===== src/logic/cpudec_regs.svh =====
/*
  named opcodes, opcode fields and flag positions of the instruction decoder.
  assumes inclusion by the decoder module only.
*/
`ifndef CPUDEC_REGS_SVH
`define CPUDEC_REGS_SVH

// ==========================================================
// opcode fields
`define CPUDEC_ROW_HI 7
`define CPUDEC_ROW_LO 4
`define CPUDEC_COL_HI 3
`define CPUDEC_COL_LO 0
`define CPUDEC_BIT_HI 6
`define CPUDEC_BIT_LO 4
`define CPUDEC_SETSEL 7

// ==========================================================
// flag positions in the status byte
`define CPUDEC_FLAG_C 0
`define CPUDEC_FLAG_Z 1
`define CPUDEC_FLAG_V 6
`define CPUDEC_FLAG_N 7

// ==========================================================
// named opcodes
`define CPUDEC_OP_BREAK 8'h00
`define CPUDEC_OP_NOP 8'hea
`define CPUDEC_OP_WAIT 8'hcb
`define CPUDEC_OP_STOP 8'hdb
`define CPUDEC_OP_BPL 8'h10
`define CPUDEC_OP_BMI 8'h30
`define CPUDEC_OP_BVC 8'h50
`define CPUDEC_OP_BVS 8'h70
`define CPUDEC_OP_BRA 8'h80
`define CPUDEC_OP_BCC 8'h90
`define CPUDEC_OP_BCS 8'hb0
`define CPUDEC_OP_BNE 8'hd0
`define CPUDEC_OP_BEQ 8'hf0
`define CPUDEC_OP_TXS 8'h9a
`define CPUDEC_OP_PHX 8'hda
`define CPUDEC_OP_PHY 8'h5a
`define CPUDEC_OP_PLX 8'hfa
`define CPUDEC_OP_PLY 8'h7a
`define CPUDEC_OP_PHA 8'h48
`define CPUDEC_OP_PHP 8'h08
`define CPUDEC_OP_PLA 8'h68
`define CPUDEC_OP_PLP 8'h28
`define CPUDEC_OP_ASLA 8'h0a
`define CPUDEC_OP_ROLA 8'h2a
`define CPUDEC_OP_LSRA 8'h4a
`define CPUDEC_OP_RORA 8'h6a

// ==========================================================
// matrix columns and rows, and the test-set, test-reset and store-zero opcodes
`define CPUDEC_COL_BITMEM 4'h7
`define CPUDEC_COL_BITBR 4'hf
`define CPUDEC_COL_ALU1 4'h1
`define CPUDEC_COL_ALU2 4'h2
`define CPUDEC_COL_ALU5 4'h5
`define CPUDEC_COL_ALU9 4'h9
`define CPUDEC_COL_ALUD 4'hd
`define CPUDEC_COL_SH6 4'h6
`define CPUDEC_COL_SHE 4'he
`define CPUDEC_ROW_ADC 3'h3
`define CPUDEC_ROW_SBC 3'h7
`define CPUDEC_ROW_CMP 3'h6
`define CPUDEC_ROW_ASL 3'h0
`define CPUDEC_ROW_ROL 3'h1
`define CPUDEC_ROW_LSR 3'h2
`define CPUDEC_ROW_ROR 3'h3
`define CPUDEC_COL_CPI0 4'h0
`define CPUDEC_COL_CPI4 4'h4
`define CPUDEC_COL_CPIC 4'hc
`define CPUDEC_ROW_CPY 4'hc
`define CPUDEC_ROW_CPX 4'he
`define CPUDEC_OP_TSB_ZP 8'h04
`define CPUDEC_OP_TSB_A 8'h0c
`define CPUDEC_OP_TRB_ZP 8'h14
`define CPUDEC_OP_TRB_A 8'h1c
`define CPUDEC_OP_STZ_ZP 8'h64
`define CPUDEC_OP_STZ_ZX 8'h74
`define CPUDEC_OP_STZ_A 8'h9c
`define CPUDEC_OP_STZ_AX 8'h9e

`endif


===== src/logic/cpudec_pkg.sv =====
/*
  types of the instruction decoder.
  assumes the constants header sits beside it.
*/
package cpudec_pkg;

    // ======================================================
    // operations
    typedef enum logic [4:0] {
        OP_NONE = 5'h00,
        OP_ADD_CARRY = 5'h01,
        OP_SUBTRACT_BORROW = 5'h02,
        OP_SHIFT_LEFT = 5'h03,
        OP_SHIFT_RIGHT = 5'h04,
        OP_ROTATE_LEFT = 5'h05,
        OP_ROTATE_RIGHT = 5'h06,
        OP_COMPARE = 5'h07,
        OP_PUSH = 5'h08,
        OP_PULL = 5'h09,
        OP_TEST_SET = 5'h0a,
        OP_TEST_RESET = 5'h0b,
        OP_STORE_ZERO = 5'h0c,
        OP_TRANSFER = 5'h0d,
        OP_BRANCH = 5'h0e,
        OP_BIT_SET = 5'h0f,
        OP_BIT_RESET = 5'h10,
        OP_BRANCH_BIT = 5'h11,
        OP_BREAK = 5'h12,
        OP_WAIT = 5'h13,
        OP_STOP = 5'h14,
        OP_OTHER = 5'h15
    } cpudec_op_t;

    // register selects for source and destination
    typedef enum logic [2:0] {
        SEL_NONE = 3'h0,
        SEL_ACC = 3'h1,
        SEL_X = 3'h2,
        SEL_Y = 3'h3,
        SEL_STATUS = 3'h4,
        SEL_STACK = 3'h5,
        SEL_MEMORY = 3'h6
    } cpudec_sel_t;

    // decoded instruction
    typedef struct packed {
        cpudec_op_t op;
        cpudec_sel_t src;
        cpudec_sel_t dst;
        logic branch_taken;
        logic [2:0] bit_index;
        logic bit_value;
        logic use_carry;
        logic carry_inverted;
        logic write_result;
        logic update_flags;
    } cpudec_ctl_t;

    // state of the decoder
    typedef struct packed {
        cpudec_ctl_t ctl;
        logic valid;
    } cpudec_state_t;

endpackage


===== src/logic/cpudec_decoder.sv =====
/*
  instruction decoder: turns a fetched opcode and the status flags into
  control for the execution datapath, registered one cycle later.
  assumes opcode and flags come from logic on mclk_i; no synchroniser.
*/
`include "cpudec_regs.svh"

// Functional notes
// [RL1] branch_carry_clear taken only when carry_flag is 0
// [RL2] branch_carry_set taken only when carry_flag is 1
// [RL3] branch_zero_set taken only when zero_flag is 1
// [RL4] branch_zero_clear taken only when zero_flag is 0
// [RL5] branch_negative_set taken only when negative_flag is 1
// [RL6] branch_negative_clear taken only when negative_flag is 0
// [RL7] branch_overflow_clear taken only when overflow_flag is 0
// [RL8] branch_overflow_set taken only when overflow_flag is 1
// [RL9] add with carry: accumulator plus operand plus carry into accumulator
// [RL10] subtract_with_borrow: accumulator minus operand, carry is inverted borrow
// [RL11] shift_left_arith shifts accumulator or memory left, writes back in place
// [RL12] shift_right_logical shifts accumulator or memory right, writes back in place
// [RL13] rotate_left_carry rotates left through carry, accumulator or memory
// [RL14] rotate_right_carry rotates right through carry, accumulator or memory
// [RL15] compare_accumulator sets flags, accumulator unchanged
// [RL16] compare_index_x and compare_index_y set flags, indexes unchanged
// [RL17] push and pull of X and Y besides accumulator and status
// [RL18] test_set_bits tests operand, writes operand with accumulator ones set
// [RL19] test_reset_bits tests operand, writes operand with accumulator ones cleared
// [RL20] store_zero writes a zero byte to memory
// [RL21] x_to_stack_pointer copies X into the stack pointer
// [RL22] high nibble is row, low nibble column; break, nop, wait, stop placed
// [RL23] bit opcodes take bit index from bits 6..4, bit 7 picks set
// [RL24] branch_always always taken; unassigned opcodes change no register
module cpudec_decoder
    import cpudec_pkg::*;
(
    // clock and reset
    input wire logic mclk_i,
    input wire logic rst_i,
    // fetch side
    input wire logic opcode_valid_i,
    input wire logic [7:0] opcode_i,
    // status flags
    input wire logic [7:0] status_i,
    // datapath side
    output logic ctl_valid_o,
    output cpudec_ctl_t ctl_o
);

    // ======================================================
    // helpers
    function automatic cpudec_ctl_t ctl_blank();
        cpudec_ctl_t c;
        c = '0;
        c.op = OP_NONE;
        c.src = SEL_NONE;
        c.dst = SEL_NONE;
        return c;
    endfunction

    function automatic logic is_alu_col(input logic [3:0] col);
        return (col == `CPUDEC_COL_ALU1) || (col == `CPUDEC_COL_ALU2) ||
               (col == `CPUDEC_COL_ALU5) || (col == `CPUDEC_COL_ALU9) ||
               (col == `CPUDEC_COL_ALUD);
    endfunction

    // ======================================================
    // combinational decode
    cpudec_state_t s_q;
    cpudec_state_t s_d;
    logic [3:0] row;
    logic [3:0] col;
    logic fc;
    logic fz;
    logic fn;
    logic fv;
    logic acc_form;

    always_comb begin
        row = opcode_i[`CPUDEC_ROW_HI:`CPUDEC_ROW_LO]; // [RL22]
        col = opcode_i[`CPUDEC_COL_HI:`CPUDEC_COL_LO]; // [RL22]
        fc = status_i[`CPUDEC_FLAG_C];
        fz = status_i[`CPUDEC_FLAG_Z];
        fn = status_i[`CPUDEC_FLAG_N];
        fv = status_i[`CPUDEC_FLAG_V];
        acc_form = (opcode_i == `CPUDEC_OP_ASLA) || (opcode_i == `CPUDEC_OP_ROLA) ||
                   (opcode_i == `CPUDEC_OP_LSRA) || (opcode_i == `CPUDEC_OP_RORA);
        s_d.valid = opcode_valid_i;
        s_d.ctl = ctl_blank(); // [RL24]
        case (opcode_i)
            `CPUDEC_OP_BCC: begin
                s_d.ctl.op = OP_BRANCH;
                s_d.ctl.branch_taken = !fc; // [RL1]
            end
            `CPUDEC_OP_BCS: begin
                s_d.ctl.op = OP_BRANCH;
                s_d.ctl.branch_taken = fc; // [RL2]
            end
            `CPUDEC_OP_BEQ: begin
                s_d.ctl.op = OP_BRANCH;
                s_d.ctl.branch_taken = fz; // [RL3]
            end
            `CPUDEC_OP_BNE: begin
                s_d.ctl.op = OP_BRANCH;
                s_d.ctl.branch_taken = !fz; // [RL4]
            end
            `CPUDEC_OP_BMI: begin
                s_d.ctl.op = OP_BRANCH;
                s_d.ctl.branch_taken = fn; // [RL5]
            end
            `CPUDEC_OP_BPL: begin
                s_d.ctl.op = OP_BRANCH;
                s_d.ctl.branch_taken = !fn; // [RL6]
            end
            `CPUDEC_OP_BVC: begin
                s_d.ctl.op = OP_BRANCH;
                s_d.ctl.branch_taken = !fv; // [RL7]
            end
            `CPUDEC_OP_BVS: begin
                s_d.ctl.op = OP_BRANCH;
                s_d.ctl.branch_taken = fv; // [RL8]
            end
            `CPUDEC_OP_BRA: begin
                s_d.ctl.op = OP_BRANCH;
                s_d.ctl.branch_taken = 1'b1; // [RL24]
            end
            `CPUDEC_OP_BREAK: s_d.ctl.op = OP_BREAK; // [RL22]
            `CPUDEC_OP_WAIT: s_d.ctl.op = OP_WAIT; // [RL22]
            `CPUDEC_OP_STOP: s_d.ctl.op = OP_STOP; // [RL22]
            `CPUDEC_OP_NOP: s_d.ctl.op = OP_NONE; // [RL22]
            `CPUDEC_OP_TXS: begin
                s_d.ctl.op = OP_TRANSFER;
                s_d.ctl.src = SEL_X;
                s_d.ctl.dst = SEL_STACK; // [RL21]
                s_d.ctl.write_result = 1'b1;
            end
            `CPUDEC_OP_PHX, `CPUDEC_OP_PHY, `CPUDEC_OP_PHA, `CPUDEC_OP_PHP: begin
                s_d.ctl.op = OP_PUSH; // [RL17]
                s_d.ctl.dst = SEL_MEMORY;
                s_d.ctl.write_result = 1'b1;
                case (opcode_i)
                    `CPUDEC_OP_PHX: s_d.ctl.src = SEL_X;
                    `CPUDEC_OP_PHY: s_d.ctl.src = SEL_Y;
                    `CPUDEC_OP_PHA: s_d.ctl.src = SEL_ACC;
                    default: s_d.ctl.src = SEL_STATUS;
                endcase
            end
            `CPUDEC_OP_PLX, `CPUDEC_OP_PLY, `CPUDEC_OP_PLA, `CPUDEC_OP_PLP: begin
                s_d.ctl.op = OP_PULL; // [RL17]
                s_d.ctl.src = SEL_MEMORY;
                s_d.ctl.write_result = 1'b1;
                s_d.ctl.update_flags = (opcode_i != `CPUDEC_OP_PLP);
                case (opcode_i)
                    `CPUDEC_OP_PLX: s_d.ctl.dst = SEL_X;
                    `CPUDEC_OP_PLY: s_d.ctl.dst = SEL_Y;
                    `CPUDEC_OP_PLA: s_d.ctl.dst = SEL_ACC;
                    default: s_d.ctl.dst = SEL_STATUS;
                endcase
            end
            `CPUDEC_OP_TSB_ZP, `CPUDEC_OP_TSB_A: begin
                s_d.ctl.op = OP_TEST_SET; // [RL18]
                s_d.ctl.src = SEL_ACC;
                s_d.ctl.dst = SEL_MEMORY;
                s_d.ctl.write_result = 1'b1;
                s_d.ctl.update_flags = 1'b1;
            end
            `CPUDEC_OP_TRB_ZP, `CPUDEC_OP_TRB_A: begin
                s_d.ctl.op = OP_TEST_RESET; // [RL19]
                s_d.ctl.src = SEL_ACC;
                s_d.ctl.dst = SEL_MEMORY;
                s_d.ctl.write_result = 1'b1;
                s_d.ctl.update_flags = 1'b1;
            end
            `CPUDEC_OP_STZ_ZP, `CPUDEC_OP_STZ_ZX, `CPUDEC_OP_STZ_A, `CPUDEC_OP_STZ_AX: begin
                s_d.ctl.op = OP_STORE_ZERO; // [RL20]
                s_d.ctl.dst = SEL_MEMORY;
                s_d.ctl.write_result = 1'b1;
            end
            default: begin
                if (col == `CPUDEC_COL_BITMEM) begin
                    s_d.ctl.op = opcode_i[`CPUDEC_SETSEL] ? OP_BIT_SET : OP_BIT_RESET; // [RL23]
                    s_d.ctl.bit_index = opcode_i[`CPUDEC_BIT_HI:`CPUDEC_BIT_LO]; // [RL23]
                    s_d.ctl.bit_value = opcode_i[`CPUDEC_SETSEL];
                    s_d.ctl.dst = SEL_MEMORY;
                    s_d.ctl.write_result = 1'b1;
                end else if (col == `CPUDEC_COL_BITBR) begin
                    s_d.ctl.op = OP_BRANCH_BIT; // [RL23]
                    s_d.ctl.bit_index = opcode_i[`CPUDEC_BIT_HI:`CPUDEC_BIT_LO]; // [RL23]
                    s_d.ctl.bit_value = opcode_i[`CPUDEC_SETSEL];
                    s_d.ctl.src = SEL_MEMORY;
                end else if (is_alu_col(col) && (row[0] || col != `CPUDEC_COL_ALU2)
                             && row[3:1] == `CPUDEC_ROW_ADC) begin
                    s_d.ctl.op = OP_ADD_CARRY; // [RL9]
                    s_d.ctl.src = SEL_MEMORY;
                    s_d.ctl.dst = SEL_ACC;
                    s_d.ctl.use_carry = 1'b1;
                    s_d.ctl.write_result = 1'b1;
                    s_d.ctl.update_flags = 1'b1;
                end else if (is_alu_col(col) && (row[0] || col != `CPUDEC_COL_ALU2)
                             && row[3:1] == `CPUDEC_ROW_SBC) begin
                    s_d.ctl.op = OP_SUBTRACT_BORROW; // [RL10]
                    s_d.ctl.src = SEL_MEMORY;
                    s_d.ctl.dst = SEL_ACC;
                    s_d.ctl.use_carry = 1'b1;
                    s_d.ctl.carry_inverted = 1'b1; // [RL10]
                    s_d.ctl.write_result = 1'b1;
                    s_d.ctl.update_flags = 1'b1;
                end else if (is_alu_col(col) && (row[0] || col != `CPUDEC_COL_ALU2)
                             && row[3:1] == `CPUDEC_ROW_CMP) begin
                    s_d.ctl.op = OP_COMPARE; // [RL15]
                    s_d.ctl.src = SEL_MEMORY;
                    s_d.ctl.dst = SEL_ACC;
                    s_d.ctl.update_flags = 1'b1;
                end else if ((row == `CPUDEC_ROW_CPX || row == `CPUDEC_ROW_CPY) &&
                             (col == `CPUDEC_COL_CPI0 || col == `CPUDEC_COL_CPI4 ||
                              col == `CPUDEC_COL_CPIC)) begin
                    s_d.ctl.op = OP_COMPARE; // [RL16]
                    s_d.ctl.src = SEL_MEMORY;
                    s_d.ctl.dst = (row == `CPUDEC_ROW_CPX) ? SEL_X : SEL_Y;
                    s_d.ctl.update_flags = 1'b1;
                end else if (!row[3] && (acc_form || col == `CPUDEC_COL_SH6 || col == `CPUDEC_COL_SHE)) begin
                    case (row[3:1])
                        `CPUDEC_ROW_ASL: s_d.ctl.op = OP_SHIFT_LEFT; // [RL11]
                        `CPUDEC_ROW_ROL: s_d.ctl.op = OP_ROTATE_LEFT; // [RL13]
                        `CPUDEC_ROW_LSR: s_d.ctl.op = OP_SHIFT_RIGHT; // [RL12]
                        default: s_d.ctl.op = OP_ROTATE_RIGHT; // [RL14]
                    endcase
                    s_d.ctl.src = acc_form ? SEL_ACC : SEL_MEMORY;
                    s_d.ctl.dst = acc_form ? SEL_ACC : SEL_MEMORY; // [RL11] [RL12]
                    s_d.ctl.use_carry = row[1]; // [RL13] [RL14]
                    s_d.ctl.write_result = 1'b1;
                    s_d.ctl.update_flags = 1'b1;
                end else begin
                    s_d.ctl.op = OP_OTHER;
                end
            end
        endcase
        if (!opcode_valid_i) begin
            s_d.ctl = ctl_blank(); // [RL24]
        end
    end

    // ======================================================
    // state register
    always_ff @(posedge mclk_i or posedge rst_i) begin
        if (rst_i) begin
            s_q <= '0;
        end else begin
            s_q <= s_d;
        end
    end

    assign ctl_valid_o = s_q.valid;
    assign ctl_o = s_q.ctl;

endmodule


===== config.mk =====
export PLATFORM = sky130hd
export DESIGN_NAME = cpudec_decoder
export DESIGN_NICKNAME = d
export VERILOG_FILES = /design/src/logic/cpudec_pkg.sv /design/src/logic/cpudec_decoder.sv
export VERILOG_INCLUDE_DIRS = /design/src /design/src/logic
export SDC_FILE = /design/constraint.sdc
export NUM_CORES = 1
export LEC_CHECK = 0
export BUFFER_PORTS_ARGS = -buffer_cell sky130_fd_sc_hd__buf_2
export CAP_MARGIN = 5
export CORE_ASPECT_RATIO = 1.1
export CORE_UTILIZATION = 55
export CTS_CLUSTER_SIZE = 24
export DETAILED_ROUTE_END_ITERATION = 10
export GPL_ROUTABILITY_DRIVEN = 0
export PLACE_DENSITY_LB_ADDON = 0.1
export SYNTH_ARGS = -nofsm -noshare
export SYNTH_HDL_FRONTEND = slang
export SYNTH_SLANG_ARGS = --single-unit

===== constraint.sdc =====
create_clock -name mclk_i -period 1.2 [get_ports mclk_i]
set_input_delay 0.24 -clock mclk_i [delete_from_list [all_inputs] [get_ports mclk_i]]
set_output_delay 0.24 -clock mclk_i [all_outputs]
set_load 0.05 [all_outputs]

==> results of run 1 <==
cell usage after synthesis, types with 2 or more instances:
| master | n | area, sq um |
|---|---|---|
| buf_2 | 10 | 50.1 |
| nor2_1 | 13 | 48.8 |
| o21a_1 | 2 | 15.0 |
| or3_1 | 2 | 12.5 |
| o31ai_1 | 4 | 30.0 |
| nand4_1 | 2 | 12.5 |
| o31a_1 | 4 | 35.0 |
| o41ai_1 | 2 | 17.5 |
| nor4_1 | 8 | 50.1 |
| nand3_1 | 5 | 25.0 |
| nor3b_1 | 3 | 22.5 |
| o21ai_0 | 6 | 30.0 |
| a2111oi_0 | 2 | 17.5 |
| a211oi_1 | 5 | 37.5 |
| nor3_2 | 2 | 20.0 |
| nand3b_1 | 4 | 30.0 |
| nand2b_1 | 8 | 50.1 |
| clkbuf_1 | 5 | 18.8 |
| a31oi_1 | 2 | 12.5 |
| nand2_1 | 10 | 37.5 |
| a211o_1 | 2 | 17.5 |
| a21oi_1 | 8 | 40.0 |
| dfrtp_1 | 21 | 526 |
| nor4b_1 | 2 | 17.5 |
| inv_1 | 6 | 22.5 |
| o22ai_1 | 2 | 12.5 |
| nor3_1 | 6 | 30.0 |
what timing repair did:
item                                   4_1_cts
hold buffers                                 1
resized for setup                           51
endpoints found under the hold margin       21
setup buffers                                4
setup endpoints to repair                   14
pin swaps                                   17
cell families after synthesis:
logic type,after synthesis,share of synthesized area
AND/OR/NAND/NOR,73,0.289
XOR/XNOR,2,0.0120
buffers and inverters,24,0.0728
flip-flops,21,0.360
AO/OA/AOI/OAI,51,0.260
multiplexers,1,0.00685
stage by stage:
step / TNS, ps / worst slack, ps / hold WS, ps
3_3_place_gp: -6670 / -493 / 263
4_1_cts: -1070 / -147 / 259
3_5_place_dp: -8120 / -632 / 272
2_1_floorplan: -3940 / -405 / 217
==> run metrics, run 1 <==
cell count after synthesis 172; Die X approximately 51 microns; H-tree levels 1; Synth Register Bits 21; Post-synth ARST share 1.00; Placed Cells roughly 290; Clock Sinks 21; IO Count 40; Synth cell types between 50 and 60; Post-synth EDFFs 0; largest net degree at the start of global routing 22; YS warnings 0; Seq/Total Area, Yosys 0.360; Syn Area/Cell 8.50 sq um; Post-Syn Nets between 150 and 200; PortBufs 35; classification of the worst endpoint register input; Starting Density 0.580; most common flop cell mapped by yosys dfrtp_1; DP Area roughly 2100 sq um; status stopped before the end; total CTS buffers 3; Exit stage 5_1_grt; Site Rows 19; Die Ht approximately 56 microns; post-GRT worst EP ctl_o[15]$_DFF_PP0_/D; Error [ERROR DPL-0038] Utilization greater than 100%, impossible to legalize; post-detail-place hpwl 4200 microns; clk root buf clkbuf_4; Clock Tree Buf Depth 2; Synth Cell Area 1460 sq um
==> run 2, diff against run 1 <==
--- a/config.mk
+++ b/config.mk
@@ -8,12 +8,10 @@
 export LEC_CHECK = 0
 export BUFFER_PORTS_ARGS = -buffer_cell sky130_fd_sc_hd__buf_2
 export CAP_MARGIN = 5
-export CORE_ASPECT_RATIO = 1.1
-export CORE_UTILIZATION = 55
-export CTS_CLUSTER_SIZE = 24
+export CORE_UTILIZATION = 40
 export DETAILED_ROUTE_END_ITERATION = 10
 export GPL_ROUTABILITY_DRIVEN = 0
-export PLACE_DENSITY_LB_ADDON = 0.1
+export PLACE_DENSITY_LB_ADDON = 0.15
 export SYNTH_ARGS = -nofsm -noshare
 export SYNTH_HDL_FRONTEND = slang
 export SYNTH_SLANG_ARGS = --single-unit
==> run metrics, run 2 <==
wl on met1 ~2300 microns; YS warnings 0; PortBufs 35; Routed WL per cell roughly 19 microns; max layer used met4; Pleak 1.30 nW; total of max-cap violations 0; Crit path arrival time 1710 ps; Tot GR Track Use 0.297; max reg flops 20; dpl ws -629 ps; maximum achievable frequency approximately 660 MHz; Clock Tree Buf Depth 2; total CTS buffers 3; crit-path max FO 9; Post-synth EDFFs 0; most frequent cell after synthesis dfrtp_1; peak supply drop about 0.34 mV; fill count 193; Syn Area/Cell between 8 and 9 sq um; Site Rows 21; Die Ht approximately 62 microns; global-route wire length before repair about 9100 microns; Area Overhead vs Synth 89.2%; area of the multi-input gates ~1200 sq um; Final Util 0.810; Seq/Total Area, Yosys 0.360; Core Region 3420 sq um; IO Count 40; via count 1962; most common flop cell mapped by yosys dfrtp_1; Synth Register Bits 21; CP startpoint opcode_i[5]; ANT cells 0; startpoint types primary input; vias in the first global route around 1900; leading area contributor after synthesis dfrtp_1; Synth cell types 53; metal2 WL 3080 microns; most common cell after layout, fill and taps aside buf_4; Setup crit end ctl_o[19]; worst setup margin -305 ps; antenna-violating nets left 0; share of cells above drive strength 1 0.625; global route overflow 0; DR DRC count 0; Post-synth ARST share 1.00; post-detail-place hpwl approximately 3700 microns; ranking of synthesized cells by area dfrtp_1 (36%), buf_2 (3.4%), nand2b_1 (3.4%), nor4_1 (3.4%), nor2_1 (3.3%); full die area 3900 sq um; final hold vios 0; Placed Cells between 300 and 400; clock slew at reported path FFs approximately 120 ps; Post-synth top cells dfrtp_1 (21), nor2_1 (13), buf_2 (10), nand2_1 (10); TNS Setup -1770 ps; CP Capture Type flip-flop; hold crit path type in -> reg; Power Total 1.89 mW; DR iter-0 viols roughly 150; power per cell area 684 nW/um^2; status finished with violations; fin cells roughly 330; worst hold path depth 2; Clock Sinks 21; RSZ-0062 raised after global routing true; Register Area roughly 530 sq um; critical path type in -> reg; cell count after synthesis roughly 170; Crit path required time 1400 ps; failing checks negative setup slack; Starting Density 0.428; nets 300; H-tree levels 1; worst-case headroom to the max-slew limit 0.742; Die X around 62 microns; Final min period 1510 ps; met3 wire length between 400 and 500 microns; drt via density ~6; initial antenna violation count 0; drt pass-1 iters 6; CTS tree built; fin. max-slew vios 0; Synth Cell Area about 1500 sq um; most frequent cells in the layout buf_4 (73), buf_2 (27), dfrtp_1 (21), buf_6 (13), nor2_1 (11); clk root buf clkbuf_4; largest net degree at the start of global routing 22; Final period util 1.25; top cell type's share of synthesized area 0.360; Slew @ Worst Pin roughly 380 ps; final setup fails 12; Post-Syn Nets about 190; routed wire length around 6200 microns
[run 2: cell counts after synthesis]
Identical to the previous run, type by type.
[run 2: worst min-delay path by stage]
stage	from	endpoint	slack, ps
2_1_floorplan	rst_i	ctl_o[0]	220
3_3_place_gp	rst_i	ctl_valid_o	270
3_5_place_dp	rst_i	ctl_valid_o	270
4_1_cts	opcode_valid_i	ctl_o[5]	250
5_1_grt	opcode_valid_i	ctl_o[5]	260
6_report	opcode_valid_i	ctl_o[5]	250
[run 2: where the power goes]
part / internal, mW / leakage [nW] / switching [mW]
clock network: 0.130 / 0.0150 / 0.211
logic: 0.343 / 1.00 / 0.460
registers: 0.739 / 0.281 / 0.00699
[run 2: cell families after synthesis]
logic type             synth area share
buffers and inverters            0.0728
XOR/XNOR                         0.0120
multiplexers                    0.00685
AO/OA/AOI/OAI                     0.260
flip-flops                        0.360
AND/OR/NAND/NOR                   0.289
[run 2: area by class of cell]
type,count,area share
repair buffers,120,0.343
multi-input cells,127,0.424
well taps,46,0.0208
flip-flops and latches,21,0.190
inverters,8,0.0122
clock buffers,4,0.00950
[run 2: what timing repair did]
action	4_1_cts	5_1_grt
hold buffers	1	0
gates resized for setup	61	27
setup endpoints to repair	15	14
pin swaps	25	19
buffers inserted	11	4
hold endpoints to repair	21	0
[run 2: layer usage]
layer,vias up,global-route usage
met2,165,0.514
met4,0,0.172
met3,39,0.0401
met5,-,0
li1,864,-
met1,894,0.350
[run 2: worst max-delay path, stage by stage]
cell	delay, ps
buf_4	160
buf_4	180
o22ai_1	170
a211oi_1	90
nor2_1	260
o2111ai_2	220
o41ai_2	380
[run 2: metrics by stage]
step | cell area [sq um] | hold slack (ps)
floorplan | 1560 | 217
global placement | 2190 | 269
detailed placement | 2190 | 275
CTS | 2610 | 250
global route | 2770 | 258
finish | 2770 | 255
(Power assumes the default switching activity.)
